===== src/imp_pkg.sv =====
// constants and state types for the indirect extended-register portal
// assumes a 16-bit management register interface with 5-bit addresses
package imp_pkg;

  // directly addressed portal registers
  localparam logic [4:0] OFF_CTRL = 5'h0d;
  localparam logic [4:0] OFF_DATA = 5'h0e;
  localparam logic [15:0] CTRL_RESET = 16'h0000;
  localparam logic [15:0] DATA_RESET = 16'h0000;

  // control register fields
  localparam int MODE_HI = 15;
  localparam int MODE_LO = 14;
  localparam int DEV_HI = 4;
  localparam int DEV_LO = 0;

  // operation modes
  localparam logic [1:0] OP_ADDR = 2'h0;
  localparam logic [1:0] OP_DATA = 2'h1;
  localparam logic [1:0] OP_INC_RW = 2'h2;
  localparam logic [1:0] OP_INC_W = 2'h3;

  // indirect space size
  localparam int DEV_COUNT = 32;
  localparam int REGS_PER_DEV = 65536;
  localparam int WORD_W = 16;

  // link-up time control register, device 1 register 0x5a
  localparam logic [4:0] LUT_DEV = 5'h01;
  localparam logic [15:0] LUT_REG = 16'h005a;
  localparam int LUT_HI = 3;
  localparam int LUT_LO = 1;
  localparam logic [2:0] LUT_RESET = 3'h4;
  localparam logic [2:0] LUT_FAST = 3'h3;
  localparam int RSV_HI = 8;
  localparam int RSV_LO = 4;
  localparam logic [4:0] RSV_RESET = 5'h10;
  localparam int BIT0 = 0;
  localparam logic BIT0_RESET = 1'b0;

  // basic control value that opens the link-up time register
  localparam logic [15:0] FORCED_100 = 16'h2100;

  typedef struct packed {
    logic [15:0] ctrl;
    logic [15:0] addrHold;
    logic [15:0] rdData;
    logic rdValid;
  } imp_portal_state_t;

  typedef struct packed {
    logic [2:0] linkUpTime;
    logic [4:0] rsvField;
    logic bit0;
  } imp_ext_state_t;

endpackage


===== src/imp_portal.sv =====
// indirect extended-register portal on the management register interface
// assumes one-cycle read/write strobes, never both in the same cycle;
// basicControl carries the live value of standard register 0
//
// How it works
// - Portal spans 32 device addresses of 65536 sixteen-bit registers each.
// - Control bits 15:14 pick the mode; 00 makes data register an address.
// - Mode 01 transfers data and keeps the held address.
// - Mode 10 bumps the held address after every read and write.
// - Mode 11 bumps the held address after writes only.
// - Control bits 4:0 choose the targeted device address.
// - In mode 00 data register writes load, reads return, the address.
// - Nonzero modes access the register at current device and address.
// - Burst reads in mode 10 return consecutive registers.
// - Link-up time register reachable only while basic control is 0x2100.
`timescale 1ns/1ps
module imp_portal (
  input wire logic clk,
  input wire logic rst,
  input wire logic [4:0] regAddr,
  input wire logic regWrite,
  input wire logic regRead,
  input wire logic [15:0] regWData,
  input wire logic [15:0] basicControl,
  output logic regHit,
  output logic [15:0] regRData,
  output logic regRValid,
  output logic [2:0] linkUpTime
);

  ////////////////////////////////////////////////////////////////////////////
  // decode helpers

  // true when an access in this mode moves the held address on
  function automatic logic bumps(input logic [1:0] mode, input logic wr,
                                 input logic rd);
    begin
      case (mode)
        imp_pkg::OP_INC_RW: bumps = wr || rd;
        imp_pkg::OP_INC_W: bumps = wr;
        default: bumps = 1'b0;
      endcase
    end
  endfunction

  ////////////////////////////////////////////////////////////////////////////
  // state

  imp_pkg::imp_portal_state_t st;
  imp_pkg::imp_portal_state_t next_st;
  logic [1:0] opMode;
  logic [4:0] devSel;
  logic hitCtrl;
  logic hitData;
  logic extWrite;
  logic [15:0] extRdData;

  assign opMode = st.ctrl[imp_pkg::MODE_HI:imp_pkg::MODE_LO];
  assign devSel = st.ctrl[imp_pkg::DEV_HI:imp_pkg::DEV_LO];
  assign hitCtrl = (regAddr == imp_pkg::OFF_CTRL);
  assign hitData = (regAddr == imp_pkg::OFF_DATA);
  assign regHit = hitCtrl || hitData;
  // data writes go to the indirect register in any nonzero mode
  assign extWrite = regWrite && hitData &&
                    (opMode != imp_pkg::OP_ADDR);

  ////////////////////////////////////////////////////////////////////////////
  // indirect register space

  imp_ext_bank imp_ext_bank_inst (
    .clk(clk),
    .rst(rst),
    .devAddr(devSel),
    .regIndex(st.addrHold),
    .wrEn(extWrite),
    .wrData(regWData),
    .basicControl(basicControl),
    .rdData(extRdData),
    .linkUpTime(linkUpTime)
  );

  ////////////////////////////////////////////////////////////////////////////
  // next state

  always_comb
  begin
    next_st = st;
    next_st.rdValid = 1'b0;
    if (regWrite && hitCtrl)
    begin
      // reserved bits 13:5 are plain storage
      next_st.ctrl = regWData;
    end
    if (regWrite && hitData && (opMode == imp_pkg::OP_ADDR))
    begin
      next_st.addrHold = regWData;
    end
    if (regRead)
    begin
      next_st.rdValid = 1'b1;
      next_st.rdData = 16'h0000;
      if (hitCtrl)
      begin
        next_st.rdData = st.ctrl;
      end
      else if (hitData)
      begin
        if (opMode == imp_pkg::OP_ADDR)
        begin
          next_st.rdData = st.addrHold;
        end
        else
        begin
          next_st.rdData = extRdData;
        end
      end
    end
    // the address advances after the transfer, wrapping at 16 bits
    if (hitData && bumps(opMode, regWrite, regRead))
    begin
      next_st.addrHold = st.addrHold + 16'h0001;
    end
  end

  ////////////////////////////////////////////////////////////////////////////
  // registers

  always_ff @(posedge clk)
  begin
    if (rst)
    begin
      st.ctrl <= imp_pkg::CTRL_RESET;
      st.addrHold <= imp_pkg::DATA_RESET;
      st.rdData <= 16'h0000;
      st.rdValid <= 1'b0;
    end
    else
    begin
      st <= next_st;
    end
  end

  assign regRData = st.rdData;
  assign regRValid = st.rdValid;

endmodule


===== src/imp_ext_bank.sv =====
// extended register bank behind the portal: link-up time control only
// assumes the portal gives a one-cycle write strobe and reads combinationally
`timescale 1ns/1ps
module imp_ext_bank (
  input wire logic clk,
  input wire logic rst,
  input wire logic [4:0] devAddr,
  input wire logic [15:0] regIndex,
  input wire logic wrEn,
  input wire logic [15:0] wrData,
  input wire logic [15:0] basicControl,
  output logic [15:0] rdData,
  output logic [2:0] linkUpTime
);

  imp_pkg::imp_ext_state_t st;
  imp_pkg::imp_ext_state_t next_st;
  logic hitLut;
  logic lutOpen;

  assign hitLut = (devAddr == imp_pkg::LUT_DEV) &&
                  (regIndex == imp_pkg::LUT_REG);
  // register only reachable with autonegotiation off and 100M forced
  assign lutOpen = (basicControl == imp_pkg::FORCED_100);

  always_comb
  begin
    next_st = st;
    rdData = 16'h0000;
    if (hitLut && lutOpen)
    begin
      rdData[imp_pkg::LUT_HI:imp_pkg::LUT_LO] = st.linkUpTime;
      rdData[imp_pkg::RSV_HI:imp_pkg::RSV_LO] = st.rsvField;
      rdData[imp_pkg::BIT0] = st.bit0;
      if (wrEn)
      begin
        // reserved codes are stored as written; 011 shortens link-up
        next_st.linkUpTime = wrData[imp_pkg::LUT_HI:imp_pkg::LUT_LO];
        next_st.rsvField = wrData[imp_pkg::RSV_HI:imp_pkg::RSV_LO];
        next_st.bit0 = wrData[imp_pkg::BIT0];
      end
    end
  end

  always_ff @(posedge clk)
  begin
    if (rst)
    begin
      st.linkUpTime <= imp_pkg::LUT_RESET;
      st.rsvField <= imp_pkg::RSV_RESET;
      st.bit0 <= imp_pkg::BIT0_RESET;
    end
    else
    begin
      st <= next_st;
    end
  end

  assign linkUpTime = st.linkUpTime;

endmodule


===== config.mk =====
export PLATFORM = sky130hd
export DESIGN_NAME = imp_portal
export DESIGN_NICKNAME = d
export VERILOG_FILES = /design/src/imp_pkg.sv /design/src/imp_portal.sv /design/src/imp_ext_bank.sv
export SDC_FILE = /design/constraint.sdc
export NUM_CORES = 1
export LEC_CHECK = 0
export BUFFER_PORTS_ARGS = -buffer_cell sky130_fd_sc_hd__buf_2
export CAP_MARGIN = 25
export CELL_PAD_IN_SITES_DETAIL_PLACEMENT = 2
export CELL_PAD_IN_SITES_GLOBAL_PLACEMENT = 2
export CORE_MARGIN = 2
export CORE_UTILIZATION = 35
export DETAILED_ROUTE_END_ITERATION = 8
export GPL_TIMING_DRIVEN = 0
export HOLD_SLACK_MARGIN = 0.03
export PLACE_DENSITY = 0.93
export SLEW_MARGIN = 30
export SYNTH_ARGS = -nofsm -noshare
export SYNTH_HDL_FRONTEND = slang
export SYNTH_SLANG_ARGS = --single-unit

===== constraint.sdc =====
create_clock -name clk -period 4.4 [get_ports clk]
set_input_delay 0.22 -clock clk [delete_from_list [all_inputs] [get_ports clk]]
set_output_delay 0.22 -clock clk [all_outputs]
set_load 0.03 [all_outputs]

== Word level (Yosys, flattened, before mapping) ==
Index checks and enable logic that the tools add are counted.

* Register bits after elaboration: 58
* Input bits: 41
* Output and inout bits: 21
* Logic and storage cells: 36

* Add/subtract/negate cells: 1
* Equal/unequal tests: 7
* Mux-type cells: 8
* Reduce and logical (&&, ||, !) cells: 13

{| class="wikitable"
|+ Operator list
! operator !! number
|-
| $mux 16 || 5
|-
| $add 16x1->16 const B || 1
|-
| $eq 16x14->1 const B || 1
|-
| $eq 16x7->1 const B || 1
|-
| $eq 5x4->1 const B || 2
|-
| $mux 9 || 1
|-
| $logic_and 1x1->1 || 7
|-
| $eq 5x1->1 const B || 1
|-
| $eq 2x2->1 const B || 2
|-
| $reduce_bool 2->1 || 2
|-
| $logic_not 2->1 || 1
|-
| $logic_or 1x1->1 || 2
|-
| $pmux 1 s2 || 1
|-
| $reduce_and 2->1 || 1
|-
| $mux 1 || 1
|}

== Longest topological paths before layout ==
Gate-level depths: netlist of run 1.

* Depth after elaboration: 7
* Gate-level depth with buffers: 8

== By module ==
A second synthesis of run 1 with hierarchy kept.

* Cells, all modules: 437
* Area, all modules: 3392.0 µm²

{| class="wikitable"
|+ By module, submodules not included
! module !! times used !! cells each !! area an instance (µm²)
|-
| imp_portal || 1 || 363 || 2707.6
|-
| imp_ext_bank || 1 || 74 || 684.4
|}

== Worst setup path before layout of run 1 ==
No wires, ideal clock.

* Kind: flip-flop to flip-flop
* From: reg st[23] in the netlist's numbering
* To: reg imp_ext_bank_inst.linkUpTime[0] (netlist name)
* Arrival time: 1.635 ns
* Data required time: 4.279 ns
* Path slack: 2.644 ns
* Cell stages (with the launch flop): 6
* Path buffers: 1
* Cell sequence: dfxtp_1 > or4b_4 > nor4_4 > nand4_1 > buf_4 > mux2i_1

* Longest elaborated chain between the ends: 4

{| class="wikitable"
|+ RTL lines
! what !! line !! RTL
|-
| start: declaration || imp_portal.sv:49 || <nowiki>imp_pkg::imp_portal_state_t st;</nowiki>
|-
| start signal: assignment || imp_portal.sv:139 || <nowiki>st <= next_st;</nowiki>
|-
| $eq 16x7->1 || imp_ext_bank.sv:22 || <nowiki>(regIndex == imp_pkg::LUT_REG);</nowiki>
|-
| $logic_and 1x1->1 || imp_ext_bank.sv:21 || <nowiki>assign hitLut = (devAddr == imp_pkg::LUT_DEV) &&</nowiki>
|-
| $logic_and 1x1->1 || imp_ext_bank.sv:30 || <nowiki>if (hitLut && lutOpen)</nowiki>
|-
| $reduce_and 2->1 (no source line) || n/a ||
|}

No other way between the ends.
A chain may end at the register's enable or synchronous reset.

== Worst setup path after layout of run 1 ==
* From: reg st[18] in the netlist's numbering
* To: reg imp_ext_bank_inst.st[2] in the netlist's numbering

* Longest elaborated chain between the ends: 4

{| class="wikitable"
|+ RTL lines
! what !! line !! RTL
|-
| $eq 16x7->1 || imp_ext_bank.sv:22 ||
|-
| $logic_and 1x1->1 || imp_ext_bank.sv:21 ||
|-
| $logic_and 1x1->1 || imp_ext_bank.sv:30 ||
|-
| $reduce_and 2->1 (no source line) || n/a ||
|-
| end signal: assignment || imp_ext_bank.sv:55 || <nowiki>st <= next_st;</nowiki>
|-
| end: declaration || imp_ext_bank.sv:16 || <nowiki>imp_pkg::imp_ext_state_t st;</nowiki>
|}

No other way between the ends.

==> results of run 1 <==
[placed cells by master (no fill, tap or decap), types with 14 or more instances in the layout]
| cell type | Yosys | layout |
|---|---|---|
| a21oi_1 | 14 | 14 |
| a221oi_1 | 16 | 16 |
| buf_2 | 5 | 65 |
| buf_4 | 20 | 20 |
| clkbuf_1 | 20 | 20 |
| dfxtp_1 | 58 | 58 |
| mux2i_1 | 14 | 14 |
| nand2_1 | 40 | 40 |
| nand3_1 | 18 | 18 |
| nor2_1 | 30 | 30 |
[cells by family after synthesis]
logic type	after synthesis	share of synthesized area, %
simple gates	158	27.75
compound gates	81	20.22
flops	58	37.60
buf+inv	53	9.076
mux	14	4.538
fa+ha+maj	2	0.8102
[path summary, 6_finish.rpt]
check,end,depth (start not counted),from
worst max-delay path,imp_ext_bank_inst.st[2],7,st[18]
worst min-delay path,st[44],3,regWData[11]
worst max register to register,imp_ext_bank_inst.st[2],7,st[18]
worst min register to register,st[44],2,st[44]
[power groups by stage]
stage	combinational [mW]	sequential (mW)	clock (mW)
2_1_floorplan	0.0748	0.553	0
3_3_place_gp	0.124	0.553	0
3_5_place_dp	0.130	0.554	0
4_1_cts	0.131	0.542	0.417
5_1_grt	0.143	0.543	0.441
6_report	0.131	0.542	0.414
[metal layers]
| layer | vias up | wire (um) | part of all wire [%] | global-route usage [%] |
|---|---|---|---|---|
| met5 | - | 0 | 0 | 0 |
| met4 | 0 | 357 | 3.0 | 11.11 |
| met3 | 23 | 704 | 5.9 | 4.653 |
| met2 | 113 | 5726 | 48 | 43.47 |
| met1 | 1640 | 5052 | 43 | 33.10 |
| li1 | 1499 | - | - | - |
[final cells by class]
| cell class | instances | area, um^2 |
|---|---|---|
| fill | 1014 | 4966 |
| inverter | 7 | 26.28 |
| tap | 108 | 135.1 |
| buffer | 46 | 254.0 |
| sequential | 58 | 1161 |
| clock buffer | 9 | 123.9 |
| multi-input combinational | 255 | 1647 |
| timing repair buffer | 60 | 300.3 |
| clock inverter | 4 | 22.52 |
[metrics by stage]
| step | hold WS, ns | worst slack [ns] |
|---|---|---|
| final | 0.1308 | 1.972 |
| after global placement | 0.4425 | 2.055 |
| after global routing | 0.1456 | 1.805 |
| after detailed placement | 0.4532 | 1.998 |
| after CTS | 0.1300 | 1.981 |
| after floorplan | 0.3588 | 2.644 |
[cell usage after synthesis, drive strengths merged (4+ instances only)]
library cell	number
a211oi	12
a21oi	14
a221oi	16
a31oi	6
and3	5
and4	5
buf	26
clkbuf	20
dfxtp	58
inv	6
mux2i	14
nand2	40
nand3	18
nand4	12
nor2	30
nor3	10
nor4	5
nor4b	4
o21ai	4
o311ai	4
or3	4
or4	6
[flip-flops by register name, summed over array words and instances (netlist names)]
register and flops:
imp_ext_bank_inst.st 6, st 25, regRData 16, devSel 5, regRValid 1, imp_ext_bank_inst.linkUpTime 3, opMode 2
[critical path: cells and delay by family, from the launching register on]
kind                     cells  cell delay (ns)
adder cells (fa/ha/maj)      1             0.27
buffers and inverters        2             0.62
flip-flops                   1             0.45
multiplexers                 1             0.18
AND/OR/NAND/NOR              3             0.83
==> results.cfg, run 1 <==
[pwr]
pwr_density_cell_mw_per_mm2 = 296.3
swShare_pct = 28.80
p_leak_nw = 1.480
switchingPower_mw = 0.3132
peakVddDrop_v = 0.0001398
sequentialPowerShare_pct = 49.9
total_power_mw = 1.087
combinationalPowerShare_pct = 12.1
clockPowerShare_pct = 38.1
p_int_mw = 0.7741

[global_routing]
grt_first_pass_wirelength_mm = 19.27
gr-total-overflow = 0
antenna_found_initial = 0
first_global_vias = 3561
grt_max_degree = 11
grt_usage_pct = 26.05

[logic_synthesis]
ys_seq_elements = 58
post_synth.cell_area_avg_um2 = 8.437
syn-instance-count = 366
synth-main-ff-cell = dfxtp_1
synth-edff-count = 0
yosysSeqAreaShare_pct = 37.60
synth_top_area_share_pct = 37.60
yosysWarnings = 0
synth_cell_type_count = 54
ys_async_sr_fraction_pct = 0
syn_nets = 409
synth_top_area_cell = dfxtp_1
synth.area.top_cells = dfxtp_1, buf_4, nand2_1
netlist_area_mm2 = 0.003088

[critical_path]
cp_cell_sequence = ha_1 > nor4b_1 > and4_1 > clkbuf_1 > nand4_1 > buf_4 > mux2i_1
crit_fanout = 10
crit_required_ns = 4.68
reg2reg_slack_ns = 1.97
critPathSlowestCell = dfxtp_1
max_stage_delay_ns = 0.45
cp.arrival_ns = 2.71
crit_type = flop to flop
endpoint_kind = flop
worstSetupStartpointType = flop

[layout]
diodes = 0
layout-drive-gt1-share_pct = 24.15
area_growth_pct = 18.84
nets = 480
final_core_util_pct = 42.49
final_cell_area_mm2 = 0.003670
fin_cells = 547

[placed_design]
gp_congestion = 0.9426
io_buffers = 60
placed_cell_area_mm2 = 0.003523
place_inst = 534
hpwl_mm = 8.830

[floorplan]
die_w_um = 97.93
die_height_um = 97.93
pin_count = 62
placement_rows = 34
core_mm2 = 0.008636
start_util_pct = 35.76
die_area_mm2 = 0.009590

[sta]
hold_viol = 0
post-route-min-period_ns = 2.428
final_max_slew_viol_count = 0
finClkSkew_ns = 0.005677
grt_setup_unrepaired = no
worst_pin_slew_ns = 0.7671
fmax_mhz = 411.9
tns_ns = 0
finalCritPeriodShare_pct = 55.17
setup_viol = 0
slew_headroom_pct = 48.58

[clock_network]
ctsResizeCount = 0
cts.clk_slew.worst_paths_ns = 0.07
h-tree-depth = 3
cts_hold_buffers = 0
cts_buffers = 9
cts_sinks = 58
cts.path.max_buffers = 2
cts_tree = yes
post_cts_buffers = 0
cts_root_buf = clkbuf_8
clock_latency_ns = 0.35

[job]
maxCapViolations = 0

[detailed_routing]
viasPerCell = 5.987
drc = 0
drt_iter0_markers = 255
wirelength_mm = 11.84
ant_nets = 0
wl_per_cell_um = 21.65
vias = 3275
firstDrtPassIters = 4

[hold_path]
hold_class = input port to flop

[outcome]
outcome = finished, final reports clean
No activity file was read; power rests on OpenSTA's default activity.
==> inputs of run 2 (changes only) <==
- CORE_UTILIZATION: 35 -> 29
- PLACE_DENSITY: 0.93 -> 0.83
- clock period: 4.4 -> 2.1 ns (I/O delays scaled with it)
==> results.cfg, run 2 (same netlist as run 1, synthesis figures left out) <==
[sta]
grt_setup_unrepaired = no
setup_viol = 0
hold_viol = 0
fmax_mhz = 497.0
final_max_slew_viol_count = 0
setup_slack_ns = 0.08786
finClkSkew_ns = 0.01008
slew_headroom_pct = 54.72
finalCritPeriodShare_pct = 95.82
post-route-min-period_ns = 2.012
worst_hold_slack_ns = 0.05248
worst_pin_slew_ns = 0.6792

[critical_path]
max_stage_delay_ns = 0.63
crit_type = flop to flop
cp.arrival_ns = 2.24
cp_cell_sequence = nand2b_1 > a2111oi_4 > mux2i_1 > o311ai_0
worstSetupStartpointType = flop
endpoint_kind = flop
crit_required_ns = 2.33
critPathSlowestCell = a2111oi_4
crit_fanout = 8

[detailed_routing]
drc = 0
drt_iter0_markers = 215
viasPerCell = 5.643
vias = 3335
wl_per_cell_um = 20.74
firstDrtPassIters = 5
wirelength_mm = 12.26
ant_nets = 0

[layout]
largest_reg_flops = 25
top_register = st
final.fill_count = 1164
layout-drive-gt1-share_pct = 26.37
seq_area_mm2 = 0.001162
final_common_cell = buf_2
nets = 493
area_growth_pct = 28.00
final_cell_mix = buf_2, dfxtp_1, nand2_1
multi_input_area_mm2 = 0.001675
diodes = 0

[global_routing]
gr-total-overflow = 0
grt_first_pass_wirelength_mm = 19.34
grt_usage_pct = 22.19
grt_max_degree = 13
first_global_vias = 3512
antenna_found_initial = 0

[pwr]
p_leak_nw = 1.598
switchingPower_mw = 0.7355
sequentialPowerShare_pct = 42.9
peakVddDrop_v = 0.0002725
swShare_pct = 27.76
pwr_density_cell_mw_per_mm2 = 670.3
total_power_mw = 2.649
clockPowerShare_pct = 46.0
combinationalPowerShare_pct = 11.1
p_int_mw = 1.914

[clock_network]
h-tree-depth = 3
cts_buffers = 9
cts_root_buf = clkbuf_8
cts_tree = yes
clock_latency_ns = 0.36
cts.path.max_buffers = 2
cts.clk_slew.worst_paths_ns = 0.08
cts_sinks = 58

[floorplan]
pin_count = 62
start_util_pct = 29.91
die_height_um = 107.2
placement_rows = 37
core_mm2 = 0.01032
die_area_mm2 = 0.01149
die_w_um = 107.2

[job]
maxCapViolations = 0

[placed_design]
gp_congestion = 0.8181
hpwl_mm = 8.866
io_buffers = 60
place_ws_ns = -0.2426

[hold_path]
hold_class = input port to flop

[outcome]
outcome = finished, final reports clean
[run 2: cell count changes in the layout (fill, tap and decap cells not counted), moves of 2 or more]
cell and delta:
clkinv_2 -3, bufinv_16 +2, clkbuf_1 -4, clkbuf_2 +2, dlygate4sd3_1 +12, buf_4 +3, clkinv_4 +3
[run 2: final cells by class]
type | instances | area share [%]
buffer | 44 | 6.299
clock buffer | 9 | 3.134
clock inverter | 7 | 2.596
inverter | 7 | 0.6648
multi-input combinational | 255 | 42.39
sequential | 58 | 29.41
tap | 136 | 4.305
timing repair buffer | 75 | 11.21
[run 2: stage by stage]
stage | cells | cell area (um^2) | TNS, ns | util, %
6_report | 591 | 3953 | 0 | 38.29
5_1_grt | 591 | 3953 | 0 | 38.29
2_1_floorplan | 366 | 3088 | 0 | -
3_5_place_dp | 562 | 3558 | -3.929 | 34.47
3_3_place_gp | 562 | 3558 | -2.409 | 34.47
4_1_cts | 590 | 3925 | 0 | 38.02
[run 2: critical path: cells and delay by family (launching register included)]
kind	cells	cell delay, ns
AO/OA/AOI/OAI	2	1.02
flip-flops	1	0.43
multiplexers	1	0.17
AND/OR/NAND/NOR	1	0.25
[run 2: power by group through the flow]
stage / Sequential (mW) / Clock, mW / Combinational (mW)
floorplan: 1.16 / 0 / 0.157
finish: 1.14 / 1.22 / 0.294
CTS: 1.14 / 1.23 / 0.293
detailed placement: 1.16 / 0 / 0.272
global route: 1.14 / 1.30 / 0.320
global placement: 1.16 / 0 / 0.264
[run 2: layer usage]
metal / GRT usage (%) / routed length [um] / part of all wire [%]
met3: 4.073 / 756 / 6.2
met5: 0 / 0 / 0
met1: 28.13 / 5301 / 43
met2: 37.48 / 5862 / 48
met4: 7.978 / 335 / 2.7
[run 2: path summary, 6_finish.rpt]
path,startpoint,to,slack [ns],cells past startpoint
hold / removal,regWData[12],st[45],0.05,3
setup reg to reg,opMode[0],st[32],0.09,4
hold reg to reg,st[42],st[42],0.46,2
setup / recovery,opMode[0],st[32],0.09,4
[run 2: what timing repair did]
action / 4_1_cts / 5_1_grt
buffers inserted: 1 / 2
hold endpoints to repair: 16 / 0
gates cloned: 0 / 0
gates resized for setup: 6 / 6
pin swaps: 1 / 1
hold buffers: 12 / 0
setup endpoints to repair: 29 / 29
==> inputs of run 3 (changes only) <==
- CELL_PAD_IN_SITES_DETAIL_PLACEMENT: 2 -> 1
==> results.cfg, run 3 (same netlist as run 1, synthesis figures left out) <==
[placed_design]
hpwl_mm = 8.226
place_inst = 562
placed_cell_area_mm2 = 0.003558
gp_congestion = 0.8181
io_buffers = 60
place_ws_ns = -0.2308

[critical_path]
crit_type = flop to flop
cp_cell_sequence = buf_2 > nor3b_1 > nand3_1 > clkbuf_1 > o21ai_0 > a311oi_1
cp.arrival_ns = 2.20
crit_fanout = 10
critPathSlowestCell = nor3b_1
reg2reg_slack_ns = 0.10
endpoint_kind = flop
crit_required_ns = 2.30
max_stage_delay_ns = 0.53
worstSetupStartpointType = flop

[sta]
grt_setup_unrepaired = yes
hold_viol = 0
setup_viol = 0
worst_pin_slew_ns = 0.6349
slew_headroom_pct = 57.45
finClkSkew_ns = 0.008747
finalCritPeriodShare_pct = 95.12
fmax_mhz = 500.6
setup_slack_ns = 0.1026
post-route-min-period_ns = 1.997
final_max_slew_viol_count = 0

[detailed_routing]
vias = 3213
viasPerCell = 5.492
firstDrtPassIters = 5
drt_iter0_markers = 220
wl_per_cell_um = 18.54
wirelength_mm = 10.84
drc = 0
ant_nets = 0

[clock_network]
cts_sinks = 58
cts.clk_slew.worst_paths_ns = 0.07
cts_buffers = 9
clock_latency_ns = 0.35
h-tree-depth = 3
cts.path.max_buffers = 2
cts_root_buf = clkbuf_8
cts_tree = yes

[pwr]
peakVddDrop_v = 0.0002675
switchingPower_mw = 0.6898
pwr_density_cell_mw_per_mm2 = 640.2
combinationalPowerShare_pct = 11.3
clockPowerShare_pct = 42.6
sequentialPowerShare_pct = 46.1
p_leak_nw = 1.549
p_int_mw = 1.773
swShare_pct = 28.01

[outcome]
outcome = finished, final reports clean

[floorplan]
die_w_um = 107.2
placement_rows = 37
die_height_um = 107.2
die_area_mm2 = 0.01149
start_util_pct = 29.91
core_mm2 = 0.01032
pin_count = 62

[layout]
seq_area_mm2 = 0.001162
final.fill_count = 1277
largest_reg_flops = 25
multi_input_area_mm2 = 0.001668
final_cell_mix = buf_2, dfxtp_1, nand2_1
area_growth_pct = 24.59
final_cell_area_mm2 = 0.003847
diodes = 0
layout-drive-gt1-share_pct = 26.06
nets = 487
fin_cells = 585
final_common_cell = buf_2
top_register = st

[hold_path]
hold_class = input port to flop

[global_routing]
antenna_found_initial = 0
grt_first_pass_wirelength_mm = 17.36
grt_max_degree = 12
first_global_vias = 3226
gr-total-overflow = 0
grt_usage_pct = 19.68

[job]
maxCapViolations = 0
[run 3: cell count changes in the layout (fill, tap and decap cells not counted), sizes merged]
cell	before	now
buf	89	88
bufinv	2	1
clkbuf	27	28
clkinvlp	1	2
dlygate4sd3	12	6
[run 3: final cells by class]
class	instances	area share, %
clock buffer	9	3.220
inverter	7	0.6829
tap	136	4.423
clock inverter	7	1.789
timing repair buffer	68	9.756
multi-input combinational	255	43.35
buffer	45	6.569
sequential	58	30.21
[run 3: per-stage QoR]
step | total power, mW | hold slack (ns) | setup TNS, ns | utilization [%]
floorplan | 1.314 | 0.2438 | 0 | -
global placement | 1.423 | 0.3735 | -2.409 | 34.47
detailed placement | 1.429 | 0.3830 | -3.370 | 34.47
CTS | 2.486 | 0.03247 | 0 | 37.10
global route | 2.567 | 0.03463 | -0.04087 | 37.27
finish | 2.463 | 0.03631 | 0 | 37.27
[run 3: repair_timing]
action / 4_1_cts / 5_1_grt
buffers inserted: 1 / 1
resized for setup: 4 / 6
hold buffers: 6 / 0
pin swaps: 1 / 1
endpoints found under the setup margin: 28 / 18
endpoints found under the hold margin: 8 / 0
[run 3: path summary, 6_finish.rpt]
kind | to | depth (start not counted) | from
hold / removal | imp_ext_bank_inst.st[0] | 3 | regWData[0]
setup / recovery | st[21] | 6 | opMode[1]
hold reg to reg | st[40] | 2 | st[40]
setup reg to reg | st[21] | 6 | opMode[1]
[run 3: routing by layer]
layer	part of all wire, %	wire length [um]	GRT usage [%]	up-vias
li1	-	-	-	1520
met1	45	4858	26.08	1542
met2	45	4909	31.33	130
met3	7.7	839	4.316	21
met4	2.2	238	7.143	0
met5	0	0	0	-
[run 3: worst max-delay path: cells and delay by family (launching register included)]
family          cells  cell delay, ns
simple gates        2            0.75
buf+inv             2            0.48
flops               1            0.31
compound gates      2            0.30
[run 3: power groups by stage]
stage	sequential, mW	clock (mW)	combinational, mW
final	1.14	1.05	0.279
after global routing	1.14	1.13	0.303
after CTS	1.13	1.07	0.280
after global placement	1.16	0	0.264
after floorplan	1.16	0	0.157
after detailed placement	1.16	0	0.268
